==> src/pmirq_defs.svh <==
// register offsets, field positions and reset values of the match interrupt slice
// assumes inclusion by bare name from the package; the design module uses its macros without including it
`ifndef PMIRQ_DEFS_SVH
`define PMIRQ_DEFS_SVH

// ==================================================
// register byte offsets on the apb bus
`define PMIRQ_OFF_CTRL 12'h000
`define PMIRQ_OFF_TMR 12'h004
`define PMIRQ_OFF_STAT 12'h008
`define PMIRQ_OFF_MASK 12'h00c

// ==================================================
// field positions of the pwm control register
`define PMIRQ_B_PF 7
`define PMIRQ_B_D2F 6
`define PMIRQ_B_D1F 5
`define PMIRQ_B_D0F 4
`define PMIRQ_B_PE 3
`define PMIRQ_B_D2E 2
`define PMIRQ_B_D1E 1
`define PMIRQ_B_D0E 0

// ==================================================
// field positions of the timer register
`define PMIRQ_B_TAF 5
`define PMIRQ_B_TPF 4
`define PMIRQ_B_TAE 1
`define PMIRQ_B_TPE 0
`define PMIRQ_TMR_IMPL 8'h33

// ==================================================
// reset values
`define PMIRQ_RST_CTRL 8'h00
`define PMIRQ_RST_TMR 8'h00
`define PMIRQ_RST_STAT 8'h00
`define PMIRQ_RST_MASK 8'h00

`endif

==> src/pmirq_pkg.sv <==
// types shared by the match interrupt slice
// assumes pmirq_defs.svh is on the include path
package pmirq_pkg;
    `include "pmirq_defs.svh"

    // ==================================================
    // apb request and answer carriers
    typedef struct packed {
        logic psel;
        logic penable;
        logic pwrite;
        logic [11:0] paddr;
        logic [31:0] pwdata;
    } pmirq_apb_req_t;

    typedef struct packed {
        logic pready;
        logic pslverr;
        logic [31:0] prdata;
    } pmirq_apb_rsp_t;

    // ==================================================
    // match events from the pwm unit and timer
    typedef struct packed {
        logic period_match;
        logic ch2_duty_match;
        logic ch1_duty_match;
        logic ch0_duty_match;
        logic timer2_cmp_a;
        logic timer2_cmp_p;
    } pmirq_evt_t;
endpackage

==> src/pmirq_top.sv <==
// pwm match and timer-two interrupt flag slice with an apb register port
// assumes match events are single-cycle pulses on clk_sys from logic on this clock
//
// Summary of operation
// - bit 5 holds channel one duty match request flag, 1 means pending
// - bit 4 holds channel zero duty match request flag, 1 means pending
// - bit 3 enables the period match interrupt
// - bit 2 enables the channel two duty match interrupt
// - bit 1 enables the channel one duty match interrupt
// - bit 0 enables the channel zero duty match interrupt
// - timer register bits 7 and 6 are unimplemented and read zero
// - bit 7 holds the period match request flag
// - bit 6 holds the channel two duty match request flag
//
// Chosen here: the address map and register access over APB.
`timescale 1ns/1ps

module pmirq_top
    import pmirq_pkg::*;
(
    input wire logic clk_sys,
    input wire logic sys_rst,
    input wire pmirq_apb_req_t apb_req,
    output pmirq_apb_rsp_t apb_rsp,
    input wire pmirq_evt_t evt,
    output logic [3:0] pwm_irq_req,
    output logic [1:0] timer2_irq_req,
    output logic irq
);

    // ==================================================
    // state
    logic [7:0] ctrl_reg;
    logic [7:0] ctrl_next;
    logic [7:0] tmr_reg;
    logic [7:0] tmr_next;
    logic [7:0] stat_reg;
    logic [7:0] stat_next;
    logic [7:0] mask_reg;
    logic [7:0] mask_next;
    pmirq_apb_rsp_t rsp_reg;
    pmirq_apb_rsp_t rsp_next;

    // ==================================================
    // bus decode
    wire access_w = apb_req.psel && apb_req.penable;
    wire wr_w = access_w && apb_req.pwrite;
    wire [7:0] wd_w = apb_req.pwdata[7:0];
    wire sel_ctrl_w = apb_req.paddr == `PMIRQ_OFF_CTRL;
    wire sel_tmr_w = apb_req.paddr == `PMIRQ_OFF_TMR;
    wire sel_stat_w = apb_req.paddr == `PMIRQ_OFF_STAT;
    wire sel_mask_w = apb_req.paddr == `PMIRQ_OFF_MASK;
    wire mapped_w = sel_ctrl_w | sel_tmr_w | sel_stat_w | sel_mask_w;

    // ==================================================
    // event set vectors, laid out as the control and timer flag fields
    wire [7:0] pwm_set_w = {evt.period_match, evt.ch2_duty_match,
                            evt.ch1_duty_match, evt.ch0_duty_match, 4'h0};
    wire [7:0] tmr_set_w = {2'h0, evt.timer2_cmp_a, evt.timer2_cmp_p, 4'h0};
    // sticky status: pwm events low nibble, timer events bits 5:4
    wire [7:0] evt_stat_w = {2'h0, tmr_set_w[5:4], pwm_set_w[7:4]};

    // flag write: software writes the value, but a same-cycle event wins
    function automatic logic [7:0] upd_flags(input logic [7:0] cur, input logic [7:0] set,
                                             input logic we, input logic [7:0] wd,
                                             input logic [7:0] impl);
        logic [7:0] v;
        v = we ? wd : cur;
        upd_flags = (v | set) & impl;
    endfunction

    // ==================================================
    // next-state for the pwm control register
    assign ctrl_next = upd_flags(ctrl_reg, pwm_set_w, wr_w && sel_ctrl_w, wd_w,
                                 8'hff);

    // timer register keeps only its implemented bits
    assign tmr_next = upd_flags(tmr_reg, tmr_set_w, wr_w && sel_tmr_w, wd_w,
                                `PMIRQ_TMR_IMPL);

    // status is write-one-to-clear; set beats clear
    assign stat_next = (stat_reg & ~((wr_w && sel_stat_w) ? wd_w : 8'h00))
                       | evt_stat_w;

    // mask only covers the six implemented status bits
    assign mask_next = (wr_w && sel_mask_w) ? (wd_w & 8'h3f) : mask_reg;

    // ==================================================
    // read mux; unmapped addresses answer with an error and zero data
    wire [7:0] rd_w = sel_ctrl_w ? ctrl_reg :
                      sel_tmr_w ? tmr_reg :
                      sel_stat_w ? stat_reg :
                      sel_mask_w ? mask_reg : 8'h00;

    // zero wait states, so pready is simply high in every access phase
    always_comb begin
        rsp_next.pready = 1'b1;
        rsp_next.pslverr = 1'b0;
        rsp_next.prdata = 32'h0000_0000;
        if (apb_req.psel && !apb_req.penable) begin
            rsp_next.pslverr = !mapped_w;
            rsp_next.prdata = {24'h00_0000, rd_w};
        end else if (access_w) begin
            rsp_next.pslverr = rsp_reg.pslverr;
            rsp_next.prdata = rsp_reg.prdata;
        end
    end

    // ==================================================
    // registers
    always_ff @(posedge clk_sys) begin
        if (sys_rst) begin
            ctrl_reg <= `PMIRQ_RST_CTRL;
            tmr_reg <= `PMIRQ_RST_TMR;
            stat_reg <= `PMIRQ_RST_STAT;
            mask_reg <= `PMIRQ_RST_MASK;
        end else begin
            ctrl_reg <= ctrl_next;
            tmr_reg <= tmr_next;
            stat_reg <= stat_next;
            mask_reg <= mask_next;
        end
    end

    // read data captured in setup, so it stands through the access phase
    always_ff @(posedge clk_sys) begin
        if (sys_rst) begin
            rsp_reg <= '0;
        end else begin
            rsp_reg <= rsp_next;
        end
    end

    // ==================================================
    // outputs
    assign apb_rsp.pready = 1'b1;
    assign apb_rsp.pslverr = access_w && rsp_reg.pslverr;
    assign apb_rsp.prdata = rsp_reg.prdata;

    // gated requests: flag and its enable both set
    assign pwm_irq_req = ctrl_reg[7:4] & ctrl_reg[3:0];
    assign timer2_irq_req = tmr_reg[5:4] & tmr_reg[1:0];

    // summary line from sticky status and mask
    assign irq = |(stat_reg & mask_reg);

endmodule
==> config.mk <==
export PLATFORM = sky130hd
export DESIGN_NAME = pmirq_top
export DESIGN_NICKNAME = d
export VERILOG_FILES = /design/src/pmirq_pkg.sv /design/src/pmirq_top.sv
export VERILOG_INCLUDE_DIRS = /design/src /design/src/src
export SDC_FILE = /design/constraint.sdc
export NUM_CORES = 1
export LEC_CHECK = 0
export ABC_AREA = 1
export BUFFER_PORTS_ARGS = -buffer_cell sky130_fd_sc_hd__buf_2
export CAP_MARGIN = 20
export CORE_MARGIN = 3
export CORE_UTILIZATION = 42
export DETAILED_ROUTE_END_ITERATION = 8
export GPL_TIMING_DRIVEN = 0
export PLACE_DENSITY = 0.71
export SKIP_LAST_GASP = 1
export SLEW_MARGIN = 20
export SYNTH_ARGS = -nofsm -noshare
export SYNTH_HDL_FRONTEND = slang
export SYNTH_SLANG_ARGS = --single-unit
==> constraint.sdc <==
create_clock -name clk_sys -period 3.45 [get_ports clk_sys]
set_clock_uncertainty 0.2 [all_clocks]
set_input_delay 0 -clock clk_sys [delete_from_list [all_inputs] [get_ports clk_sys]]
set_output_delay 0 -clock clk_sys [all_outputs]
set_load 0.1 [all_outputs]
# == After elaboration in Yosys (flattened, before gate mapping) ==
# Cells that the tools add are included.
# op_classes
eq_ne,4
mux,9
bitwise_logic,11
reduce_logical,12
# ops
op,n
33-bit 2-to-1 mux,2
8-bit 2-to-1 mux,5
"12-bit by 4-bit equality test with 1-bit output, second input constant",2
"12-bit by 3-bit equality test with 1-bit output, second input constant",1
12-bit logical NOT,1
6-bit 2-to-1 mux,2
8-bit by 6-bit AND with 8-bit output,1
8-bit AND,1
1-bit logical AND,8
8-bit inverter,1
8-bit by 6-bit bitwise OR with 8-bit output,1
8-bit bitwise OR,1
8-bit OR reduction,1
6-bit bitwise OR,1
4-bit AND,1
1-bit bitwise OR,3
2-bit AND,1
1-bit logical NOT,2
"2-bit by 1-bit != test with 1-bit output, second input constant",1
# totals
register_bits,35
output_inout_bits,41
wordCells,42

# == Depth between registers and ports, before layout ==
# Gate-level depths: netlist of run 1.
# depth
ltp_word,7
mapped_depth,10
mapped_depth_nobuf,9

# == Worst setup path after synthesis of run 1 ==
# Ideal clock, no wire load.
# synth_timing
path_kind,register -> output
startpoint,register stat_reg[1]
endpoint,output irq
arrival_ns,1.369
t_required_ns,3.250
slack_ns,1.881
path_stages_with_launch,5
path_cell_list,dfxtp_1 -> nand2_1 -> nand2_1 -> a221oi_1 -> nand3_1
# synth_via
elab_chain_len,2
# synth_rtl
item,line,text
"start, declared",pmirq_top.sv:37,logic [7:0] stat_reg;
"start signal, assigned",pmirq_top.sv:115,stat_reg <= `PMIRQ_RST_STAT;
"start signal, assigned",pmirq_top.sv:120,stat_reg <= stat_next;
8-bit by 6-bit AND with 8-bit output,pmirq_top.sv:145,assign irq = |(stat_reg & mask_reg);
8-bit OR reduction,pmirq_top.sv:145,
"end, declared",pmirq_top.sv:28,output logic irq
# No other way between the ends.

# == Worst setup path after layout of run 1 ==
# layout_timing
startpoint,input apb_req[46] in the netlist's numbering
endpoint,register stat_reg[4]
# layout_via
elab_chain_len,7
# layout_rtl
item,line,text
"start, declared",pmirq_top.sv:23,"input wire pmirq_apb_req_t apb_req,"
1-bit logical AND,pmirq_top.sv:46,wire access_w = apb_req.psel && apb_req.penable;
1-bit logical AND,pmirq_top.sv:47,wire wr_w = access_w && apb_req.pwrite;
1-bit logical AND,pmirq_top.sv:82,assign stat_next = (stat_reg & ~((wr_w && sel_stat_w) ? wd_w : 8'h00))
8-bit 2-to-1 mux,pmirq_top.sv:82,
8-bit inverter,pmirq_top.sv:82,
8-bit AND,pmirq_top.sv:82,
8-bit by 6-bit bitwise OR with 8-bit output,pmirq_top.sv:83,| evt_stat_w;
# No other way between the ends.
# A chain may end at the register's enable or synchronous reset.

==> results of run 1 <==
-- logic make-up (layout without fill, tap and decap cells) --
family	Yosys count	count (layout)
AOI/OAI and AO/OA	48	48
buffers and inverters	84	163
DFF	35	35
other	2	25
and+or+nand+nor	123	123
-- routing by layer --
metal  share of wire  vias up  global-route usage
met5               0        -                   0
li1                -     1079                   -
met1            0.43      838               0.237
met4           0.018        0              0.0816
met2            0.47       73               0.316
met3           0.084        9              0.0435
-- worst reg2reg max path, stage by stage, from the launching register on --
cell,delay (ns)
dfxtp_1,0.33
nand2_1,0.06
o21ai_1,0.06
o21ai_0,0.12
dlygate4sd3_1,0.56
inv_1,0.03
-- report_power, final --
part | total [W] | switching (W) | internal (W)
Sequential | 0.000424 | 0.00000951 | 0.000415
Clock | 0.000294 | 0.000152 | 0.000142
Combinational | 0.000239 | 0.000173 | 0.0000664
Total | 0.000957 | 0.000334 | 0.000623
-- timing repair --
item                      4_1_cts  5_1_grt
hold endpoints to repair       35        0
hold buffers                   26        0
gates resized for setup         0        0
-- cell type report --
cell class	instances	area, um2
fillers	457	1750
multi-input cells	196	952
flip-flops and latches	35	701
repair buffers	71	485
plain buffers	40	300
inverters	44	165
clock buffers	7	76.3
well taps	52	65.1
clock inverters	1	5.00
-- worst paths after layout --
path	startpoint	endpoint	slack (ns)	cells after the start
worst min-delay path	apb_req[44]	tmr_reg[1]	0.01	5
worst max register to register	tmr_reg[5]	tmr_reg[5]	1.99	5
worst max-delay path	apb_req[46]	stat_reg[4]	1.17	10
worst min register to register	stat_reg[6]	stat_reg[6]	0.25	2
-- synth_stat cells --
cell and count:
nand2_1 66, inv_1 40, dfxtp_1 35, buf_4 34, a21oi_1 27, nand3_1 23
o21ai_0 16, nand4_1 12, nor2_1 6, buf_6 3, clkbuf_1 3, inv_2 3
nand2_2 3, nor2_2 3, a211oi_1 2, conb_1 2, nor3_4 2, o21ai_1 2
or2_2 2, a221oi_1 1, clkinv_1 1, nand3_2 1, nand3_4 1, nand4_2 1
nor2_4 1, nor3_1 1, nor3_2 1
-- per-stage QoR --
stage	util	std cells	worst slack, ns	hold WS, ns	power, W
6_report	0.611	446	1.17	0.0103	0.000957
5_1_grt	0.611	446	1.05	0.0329	0.000993
2_1_floorplan	-	315	1.88	-0.127	0.000613
4_1_cts	0.611	446	1.22	0.0112	0.000958
3_3_place_gp	0.535	412	2.00	0.00587	0.000645
3_5_place_dp	0.535	412	1.97	0.00693	0.000647
==> flow_results.org, run 1 <==
** Clocking
- Post-CTS timing repair inserted 0 buffers for setup.
- Clock tree root buffer cell :: clkbuf_8
- H-tree depth :: 2
- Register clock-pin slew on the reported worst setup and hold paths :: 0.07 ns
- Clock buffer depth :: 2
- TritonCTS built the clock tree.
- The number of clock buffers added by TritonCTS is 5.
- CTS sink cnt :: 35
- Clock latency on the worst-skew pair, taken at its later pin, is 0.30 ns.

** Critical path
- Number of buffers and inverters on the critical path :: 4
- In this design, the stage delay of the slowest critical-path cell is 0.59 ns.
- Grouping stages by cell kind, the critical path spends the most delay in buffers and inverters.
- For the worst setup path, the data required time is 3.43 ns.
- Highest net fanout along the worst path :: 8
- The worst setup path is captured at a register.
- The slowest stage of the critical path belongs to the cell dlygate4sd3_1.
- Worst endpoint data arrival time :: 2.26 ns
- Worst path cell trace :: dlygate4sd3_1 -> buf_2 -> nand2_1 -> nor2_2 -> inv_1 -> nor2_4 -> nand2_1 -> nand2_1 -> a21oi_1 -> dlygate4sd3_1
- Type of element launching the critical path :: input port
- The worst setup path is of the in2reg kind.
- The cell that appears most often on the critical path is nand2_1.

** Placement
- Cell area after placement :: 2410 um2
- Number of buffer cells added on primary ports :: 45
- Placed wire-length estimate :: 3760 um
- The congestion estimate from routability-driven global placement came to 0.846.

** Routing
- Violation count after the first detailed-route iteration :: 83
- Final wirelength :: 5080 um
- Antenna violation net count after detailed routing :: 0
- Drt first pass iters :: 4
- Count of vias placed by the detailed router :: 1999
- After detailed routing, the number of vias per cell comes to 4.48.
- Count of unresolved DRC violations after routing :: 0
- Dividing the detail-routed wire length by the instance count gives 11.4 um.

** GRT
- First-pass GRT wire length :: 8140 um
- Maximum number of pins on one net before global-route repair :: 11
- Number of global-route vias before repair :: 1782
- Global routing finished with a remaining overflow of 0.
- Overall routing resource usage :: 0.191
- The number of antenna violations at the first check in global routing came to 0.

** Synthesis
- Synthesized instance count :: 292
- Area fraction in and, or, nand and nor cells after synthesis :: 0.300
- Leading cell types by total area after synthesis :: dfxtp_1 34%, buf_4 13%, nand2_1 12%
- Of the total synthesized cell area, the portion taken by XOR and XNOR cells is 0.
- Largest family of logic cells by synthesized area :: simple AND/OR/NAND/NOR gates
- Synthesis inferred 35 register bits.
- The share of synthesized area in the top cell type comes to 0.345.
- The compound-gate portion of the synthesized area came to 0.123.
- Synth Warn # :: 0
- Multiplexer area fraction after synthesis :: 0
- Yosys mapped the design onto 27 distinct sky130hd cell types.
- Synthesized area divided by synthesized cell count :: 6.96 um2
- dfxtp_1 takes more of the synthesized area than any other cell.
- Adder and majority cell fraction of the synthesized area :: 0
- For this run, the register share of the synthesized area comes to 0.345.
- Summing every instance area after synthesis gives 2030 um2.

** Pwr
- PwrDens :: 348 nW/um2
- Across the VDD grid, the largest voltage drop is 0.284 mV.
- Leakage component of the power :: 1.41 nW

** Layout
- Fraction of layout instances using a drive strength above 1 :: 0.269
- Final standard cell area without fillers :: 2750 um2
- The number of antenna diodes in the final layout is 0.
- Final net count :: 448
- Most frequent standard cell in the layout excluding fill and tap cells :: nand2_1
- Most used cells in the layout excluding fill and tap cells :: 66 x nand2_1, 45 x buf_2, 40 x inv_1
- The area growth from synthesis to layout is 35.3%.

** Die
- Std-Cell Core Area :: 4500 um2
- The initial utilization of the core area, before any placement, comes to 0.451.
- Placement Rows :: 24
- IO Pins :: 96
- DIE HEIGHT :: 75.6 um
- Die outline width :: 75.6 um
- The die covers 5710 um2.

** Timing
- Timing would allow up to 439 MHz.
- Final Cycle Share :: 0.661
- Setup repair after global routing missed its margin :: no
- Min cycle time layout :: 2.28 ns
- Final setup TNS :: 0 ns
- The count of final max-slew check failures is 0.
- The number of hold violations in the final report is 0.
- Setup violations remaining at the end of the flow were counted as 0.
- Headroom to the max-slew limit came out at 0.651.
- Slew @ Worst Pin :: 0.524 ns

** Worst hold path
- The tightest min-delay check is of the in2reg type.

** Run status
- The run finished with clean final reports.

** Run
- Max-cap violations in this run came to 0.
Power figures use the tool's default switching activity.
==> run 2, diff against run 1 <==
--- a/config.mk
+++ b/config.mk
@@ -13,7 +13,7 @@
 export CORE_UTILIZATION = 42
 export DETAILED_ROUTE_END_ITERATION = 8
 export GPL_TIMING_DRIVEN = 0
-export PLACE_DENSITY = 0.71
+export PLACE_DENSITY = 0.74
 export SKIP_LAST_GASP = 1
 export SLEW_MARGIN = 20
 export SYNTH_ARGS = -nofsm -noshare
==> constraint.sdc (replaced) <==
create_clock -name clk_sys -period 2 [get_ports clk_sys]
set_clock_uncertainty 0.2 [all_clocks]
set_input_delay 0 -clock clk_sys [delete_from_list [all_inputs] [get_ports clk_sys]]
set_output_delay 0 -clock clk_sys [all_outputs]
set_load 0.1 [all_outputs]
==> run 2 against run 1 <==
Net effect: die area stayed put; critical path depth shrank 3; first-iteration DRC count up 23%; non-clock buffer count increased by 1; sequential share of layout area fell by 0.42 points; final area increased by 1.7%; register-to-register slack lost 1.5 ns.
==> flow_results.org, run 2 (synthesis results as in run 1) <==
** Critical path
- Critical path endpoint category :: register
- The endpoint required time on the critical path was 2.04 ns (-1.39 ns).
- In this design, the largest share of critical-path delay is due to buffers and inverters.
- The slowest stage of the critical path is the dlygate4sd3_1 cell.
- Type of element launching the critical path :: input port
- Worst endpoint data arrival time :: 1.95 ns (-0.31 ns)
- Worst Path Class, Setup :: in2reg
- Number of buffers and inverters on the critical path :: 6 (+2)
- Highest net fanout along the worst path :: 10 (+2)
- Traced cell by cell, the critical path runs through dlygate4sd3_1 -> buf_2 -> inv_1 -> clkbuf_1 -> o21ai_1 -> dlygate4sd3_1 -> inv_1.
- The largest stage delay on the critical path came to 0.58 ns (about the same).

** Clocking
- The post-CTS setup buffer count came to 0 (unchanged).
- In this run the clock root is driven by a clkbuf_8.
- The maximum clock path buffer count was 2 (unchanged).
- The clock insertion delay at the later pin of the skew report was 0.29 ns (about the same).
- H-tree depth :: 2 (unchanged)
- Clock tree from TritonCTS :: done
- The number of clock sinks came to 35 (unchanged).
- Num CTS Buffers :: 5 (unchanged)
- Register clock-pin slew on the reported worst setup and hold paths :: 0.07 ns (about the same)

** Layout
- Most frequent standard cell in the layout excluding fill and tap cells :: nand2_1
- The cell area after layout is 2800 um2 (+1.7%).
- Inserted Diodes :: 0 (unchanged)
- Final core utilization :: 0.621 (+0.0103)
- Layout Cells excl Fill :: 447 (+0.22%)
- In the layout the commonest cells are 66 x nand2_1, 45 x buf_2, 40 x inv_1.
- Fraction of layout instances using a drive strength above 1 :: 0.273 (+0.00438)
- Final net count :: 449 (+0.22%)
- The area growth from synthesis to layout is 37.6%.
- Filler cell count in the final layout :: 409 (-11%)

** Pwr
- The overall power came to 0.00181 W (+90%).
- The power density over cell area was 649 nW/um2 (+86%).
- Psw :: 0.000580 W (+73%)
- The share of total power consumed by net switching came to 0.320 (-0.0298).
- Logic pwr share :: 0.229 (-0.021)
- Clock power share :: 0.368 (+0.061)
- Maximum VDD drop :: 0.518 mV (+82%)
- The total internal power was 0.00123 W (+98%).
- The static leakage power came to 1.43 nW (+1.7%).
- The sequential fraction of design power came to 0.403 (-0.040).

** Die
- Placement Rows :: 24 (unchanged)
- The I/O pin count came to 96 (unchanged).
- The area of the core is 4500 um2 (unchanged).
- The horizontal extent of the die is 75.6 um (unchanged).
- Initial core utilization :: 0.451 (unchanged)
- Area of the die :: 5710 um2 (unchanged)
- The vertical die dimension came to 75.6 um (unchanged).

** GRT
- First-pass GRT wire length :: 8290 um (+1.9%)
- The global routing usage summed across all routing layers came to 0.191 (+0.000221).
- The final global-route overflow total is 0 (unchanged).
- The number of global-route vias before repair was 1873 (+5.1%).
- The number of antenna violations at the first check in global routing was 0 (unchanged).
- The pin count of the biggest net entering global routing came to 12 (+1).

** Routing
- Count of vias placed by the detailed router :: 2043 (+2.2%)
- The remaining antenna violation count after routing was 0 (unchanged).
- Violation count after the first detailed-route iteration :: 102 (+23%)
- Routed wirelength normalized by instance count :: 11.6 um (+1.8%)
- The number of remaining DRC errors was 0 (unchanged).
- Via density per instance :: 4.57 (+2.0%)
- The first-pass detailed-route iteration total came to 4 (unchanged).
- Final wirelength :: 5180 um (+2.0%)

** Timing
- Worst-case headroom to the max-slew limit :: 0.650 (-0.000934)
- The setup TNS was 0 ns (unchanged).
- Final Cycle Share :: 0.955
- Setup repair after global routing left no endpoint under its margin.
- The setup violation total in the final timing report is 0 (unchanged).
- Final max-slew violation count :: 0 (unchanged)
- Min cycle time layout :: 1.91 ns
- Slew @ Worst Pin :: 0.526 ns (+0.00140 ns)
- The number of hold violations in the final report was 0 (unchanged).
- Based on the critical path, the design can be clocked at up to 524 MHz.

** Run status
- Result of the run :: completed

** Placement
- Number of buffer cells added on primary ports :: 45 (unchanged)
- The placed instance area came to 2410 um2 (unchanged).
- Placed wire-length estimate :: 3700 um (-1.6%)
- The number of instances in the placed design is 412 (unchanged).
- RePlAce Congestion :: 0.869 (+2.7%)

** Run
- The reported max-cap violation count was 0 (unchanged).

** Worst hold path
- Hold WC Path Type :: in2reg
## run 2: cell types whose count changed in the layout (fill, tap and decap cells not counted)
cell           delta
clkbuf_8          +1
clkbuf_1          -2
bufinv_16         +1
dlygate4sd3_1     +1
## run 2: area by class of cell
| type | count | area, um2 | share of cell area |
|---|---|---|---|
| plain buffers | 40 | 300 | 0.107 |
| clock buffers | 6 | 82.6 | 0.0295 |
| clock inverters | 2 | 35.0 | 0.0125 |
| inverters | 44 | 165 | 0.0591 |
| multi-input cells | 196 | 952 | 0.340 |
| flip-flops and latches | 35 | 701 | 0.251 |
| well taps | 52 | 65.1 | 0.0233 |
| repair buffers | 72 | 495 | 0.177 |
## run 2: through the flow
stage | hold WS [ns] | setup WS [ns]
after floorplan | -0.127 | 0.431
after global placement | 0.00683 | 0.571
after detailed placement | 0.00577 | 0.536
after CTS | 0.00158 | 0.126
after global routing | 0.0455 | 0.0131
final | 0.00368 | 0.0903
## run 2: timing repair
action / CTS / global route
endpoints found under the hold margin: 31 / 0
resized for setup: 0 / 0
setup endpoints to repair: 0 / 0
hold buffers: 27 / 0
## run 2: final timing paths
kind          startpoint     endpoint  slack [ns]  depth (start not counted)
max              sys_rst  ctrl_reg[5]        0.09                          7
min          apb_req[46]   apb_rsp[0]       0.004                          7
max reg2reg  ctrl_reg[5]  ctrl_reg[5]        0.48                          5
min reg2reg  stat_reg[6]  stat_reg[6]        0.25                          2
## run 2: metal layers
metal | vias up | routed length [um] | global-route usage | part of all wire
met5 | - | 0 | 0 | 0
met2 | 71 | 2460 | 0.323 | 0.47
met3 | 11 | 363 | 0.0475 | 0.070
met1 | 882 | 2280 | 0.236 | 0.44
met4 | 0 | 82 | 0.0660 | 0.016
li1 | 1079 | - | - | -
## run 2: power by group through the flow
stage          logic, W  clock network, W  registers, W
5_1_grt        0.000445          0.000710      0.000733
3_3_place_gp   0.000366                 0      0.000746
2_1_floorplan  0.000316                 0      0.000740
4_1_cts        0.000411          0.000669      0.000731
3_5_place_dp   0.000368                 0      0.000747
6_report       0.000416          0.000667      0.000732
## run 2: worst register-to-register path, stage by stage, from the launching register on
cell and delay [ns]:
dfxtp_1 0.34, nand2_1 0.07, o21ai_0 0.09, o21ai_1 0.12
dlygate4sd3_1 0.56, inv_1 0.04
==> run 3, diff against run 2 <==
--- a/config.mk
+++ b/config.mk
@@ -13,6 +13,7 @@
 export CORE_UTILIZATION = 42
 export DETAILED_ROUTE_END_ITERATION = 8
 export GPL_TIMING_DRIVEN = 0
+export MAX_ROUTING_LAYER = met4
 export PLACE_DENSITY = 0.74
 export SKIP_LAST_GASP = 1
 export SLEW_MARGIN = 20
==> run 3 against run 2 <==
Net effect: the flow now finishes with violations (hold timing); critical endpoint is now tmr_reg[5]; core utilization shrank 0.56 points; register-to-register slack got worse by 0.31 ns; sequential cell count unchanged; power fell by 8.8%; combinational power hardly changed; routed wire length down 1.0%; global-route usage increased by 0.45 points; highest routed layer unchanged; via count increased by 0.29%.
==> flow_results.org, run 3 (synthesis results as in run 1) <==
** Critical path
- The highest fanout seen on the critical path came to 10 (unchanged).
- The endpoint required time on the critical path came to 2.04 ns (about the same).
- The startpoint identified for the worst register-to-register timing path is tmr_reg[4].
- The worst endpoint data arrival time was 1.94 ns (about the same).
- By startpoint and endpoint, the worst setup path is classified as in2reg.
- Critical path endpoint category :: register
- Critical path origin :: sys_rst
- STA classifies the critical path startpoint as an input port.

** Routing
- The total via count in the routed design is 2049 (+0.29%).
- Final wirelength :: 5130 um (-1.0%)
- Antenna violation net count after detailed routing :: 0 (unchanged)
- The initial DRC count is 97 (-4.9%).
- Drt first pass iters :: 4 (unchanged)
- Via density per instance :: 4.57 (about the same)
- Count of unresolved DRC violations after routing :: 0 (unchanged)
- Routed wirelength normalized by instance count :: 11.5 um (-1.2%)

** Timing
- Slew @ Worst Pin :: 0.553 ns (+0.0276 ns)
- Setup repair after global routing missed its margin :: no
- Final Cycle Share :: 0.952 (-0.00291)
- The worst slack on hold paths is -0.0136 ns (-0.0173 ns).
- Final setup TNS :: 0 ns (unchanged)
- Number of failing hold endpoints at the final stage :: 1 (+1)
- The relative slew slack came to 0.631 (-0.0184).
- The setup violation total in the final timing report came to 0 (unchanged).
- The achievable clock frequency was 525 MHz (+0.31%).
- Final max-slew violation count :: 0 (unchanged)
- Min cycle time layout :: 1.90 ns (-0.00582 ns)

** Layout
- The fraction of final layout cells sized beyond drive strength 1 was 0.273 (-0.000690).
- The library cells used most frequently in the layout, excluding fill and tap cells, are 66 x nand2_1, 45 x buf_2, 40 x inv_1.
- The count of inserted antenna diode cells was 0 (unchanged).
- The area growth from synthesis to layout is 36.4%.
- The count of non-filler cells in the finished layout came to 448 (+0.22%).
- Most frequent standard cell in the layout excluding fill and tap cells :: nand2_1
- The layout net count came to 450 (+0.22%).

** Pwr
- Leakage component of the power :: 1.41 nW (-1.5%)
- The power density over cell area was 597 nW/um2 (-8.0%).
- Maximum VDD drop :: 0.462 mV (-11%)

** Worst hold path
- Hold WC Path Type :: in2reg
- Startpoint of the lowest-slack hold path :: apb_req[35]

** Die
- The area of the core is 4500 um2 (unchanged).
- The initial cell density of the core was 0.451 (unchanged).
- Area of the die :: 5710 um2 (unchanged)
- The I/O pin count is 96 (unchanged).
- The number of rows in the core area was 24 (unchanged).
- The vertical die dimension came to 75.6 um (unchanged).
- The horizontal extent of the die is 75.6 um (unchanged).

** Placement
- The number of instances in the placed design is 412 (unchanged).
- The number of buffers inserted by port buffering is 45 (unchanged).
- The detailed placer's ending HPWL came to 3690 um (-0.21%).
- RePlAce Congestion :: 0.878 (+1.1%)

** GRT
- First-pass GRT wire length :: 8220 um (-0.83%)
- The number of antenna violations at the first check in global routing came to 0 (unchanged).
- The global routing usage summed across all routing layers was 0.196 (+0.00451).
- GRT Residual Overflow :: 0 (unchanged)
- The global routing met1 resource utilization came to 0.245 (+0.00847).
- The pin count of the biggest net entering global routing came to 12 (unchanged).
- GR Layer Usage met2 :: 0.320 (-0.00288)
- The number of global-route vias before repair came to 1786 (-4.6%).
- Most congested layer reported by global routing :: met2
- The fraction of met3 tracks used by global routing was 0.0396 (-0.00792).

** Clocking
- CTS sink cnt :: 35 (unchanged)
- Register clock-pin slew on the reported worst setup and hold paths :: 0.07 ns (about the same)
- The maximum clock path buffer count came to 2 (unchanged).
- Clock tree root buffer cell :: clkbuf_8
- H-tree depth :: 2 (unchanged)
- TritonCTS built the clock tree.
- The clock insertion delay at the later pin of the skew report was 0.29 ns (about the same).
- Num CTS Buffers :: 5 (unchanged)

** Run
- The reported max-cap violation count came to 0 (unchanged).

** Run status
- Result of the run :: finished with violations
- The checks that failed: hold timing.
run 3: final cells by class:
| cell class | instances | area (um2) |
|---|---|---|
| Fill cell | 425 | 1730 |
| Inverter | 44 | 165 |
| Clock buffer | 6 | 72.6 |
| Tap cell | 52 | 65.1 |
| Buffer | 40 | 300 |
| Sequential cell | 35 | 701 |
| Clock inverter | 2 | 12.5 |
| Timing Repair Buffer | 73 | 503 |
| Multi-Input combinational cell | 196 | 952 |
run 3: power by group:
part / internal (W) / switching (W)
Clock: 0.000243 / 0.000265
Sequential: 0.000715 / 0.0000169
Combinational: 0.000115 / 0.000299
run 3: per-stage QoR:
| stage | setup WS (ns) | power, W | util | hold WS (ns) | cell area, um2 |
|---|---|---|---|---|---|
| 2_1_floorplan | 0.431 | 0.00106 | - | -0.127 | 2120 |
| 3_3_place_gp | 0.572 | 0.00111 | 0.535 | 0.00767 | 2410 |
| 3_5_place_dp | 0.544 | 0.00112 | 0.535 | 0.00949 | 2410 |
| 4_1_cts | 0.0371 | 0.00166 | 0.616 | 0.00490 | 2770 |
| 5_1_grt | 0.00613 | 0.00172 | 0.615 | 0.0286 | 2770 |
| 6_report | 0.0961 | 0.00165 | 0.615 | -0.0136 | 2770 |
run 3: layer usage:
layer  wire length (um)  vias up
met4                 51        0
met1               2310      876
met2               2360       83
li1                   -     1084
met3                413        6
met5                  0        -
run 3: worst max-delay path, cell delays in order:
cell and delay, ns:
dlygate4sd3_1 0.53, buf_2 0.14, inv_1 0.11, clkbuf_1 0.41, o21ai_1 0.12, dlygate4sd3_1 0.58
inv_1 0.05
run 3: repair_timing:
| action | CTS | global route |
|---|---|---|
| setup buffers | 0 | 1 |
| setup endpoints to repair | 0 | 1 |
| endpoints found under the hold margin | 34 | 0 |
| resized for setup | 0 | 1 |
| hold buffers | 28 | 0 |
run 3: worst paths after layout:
kind | endpoint | slack [ns] | cells past startpoint
max | tmr_reg[5] | 0.1 | 7
min reg2reg | apb_rsp[1] | 0.27 | 2
max reg2reg | apb_rsp[4] | 0.17 | 6
min | tmr_reg[0] | -0.01 | 4
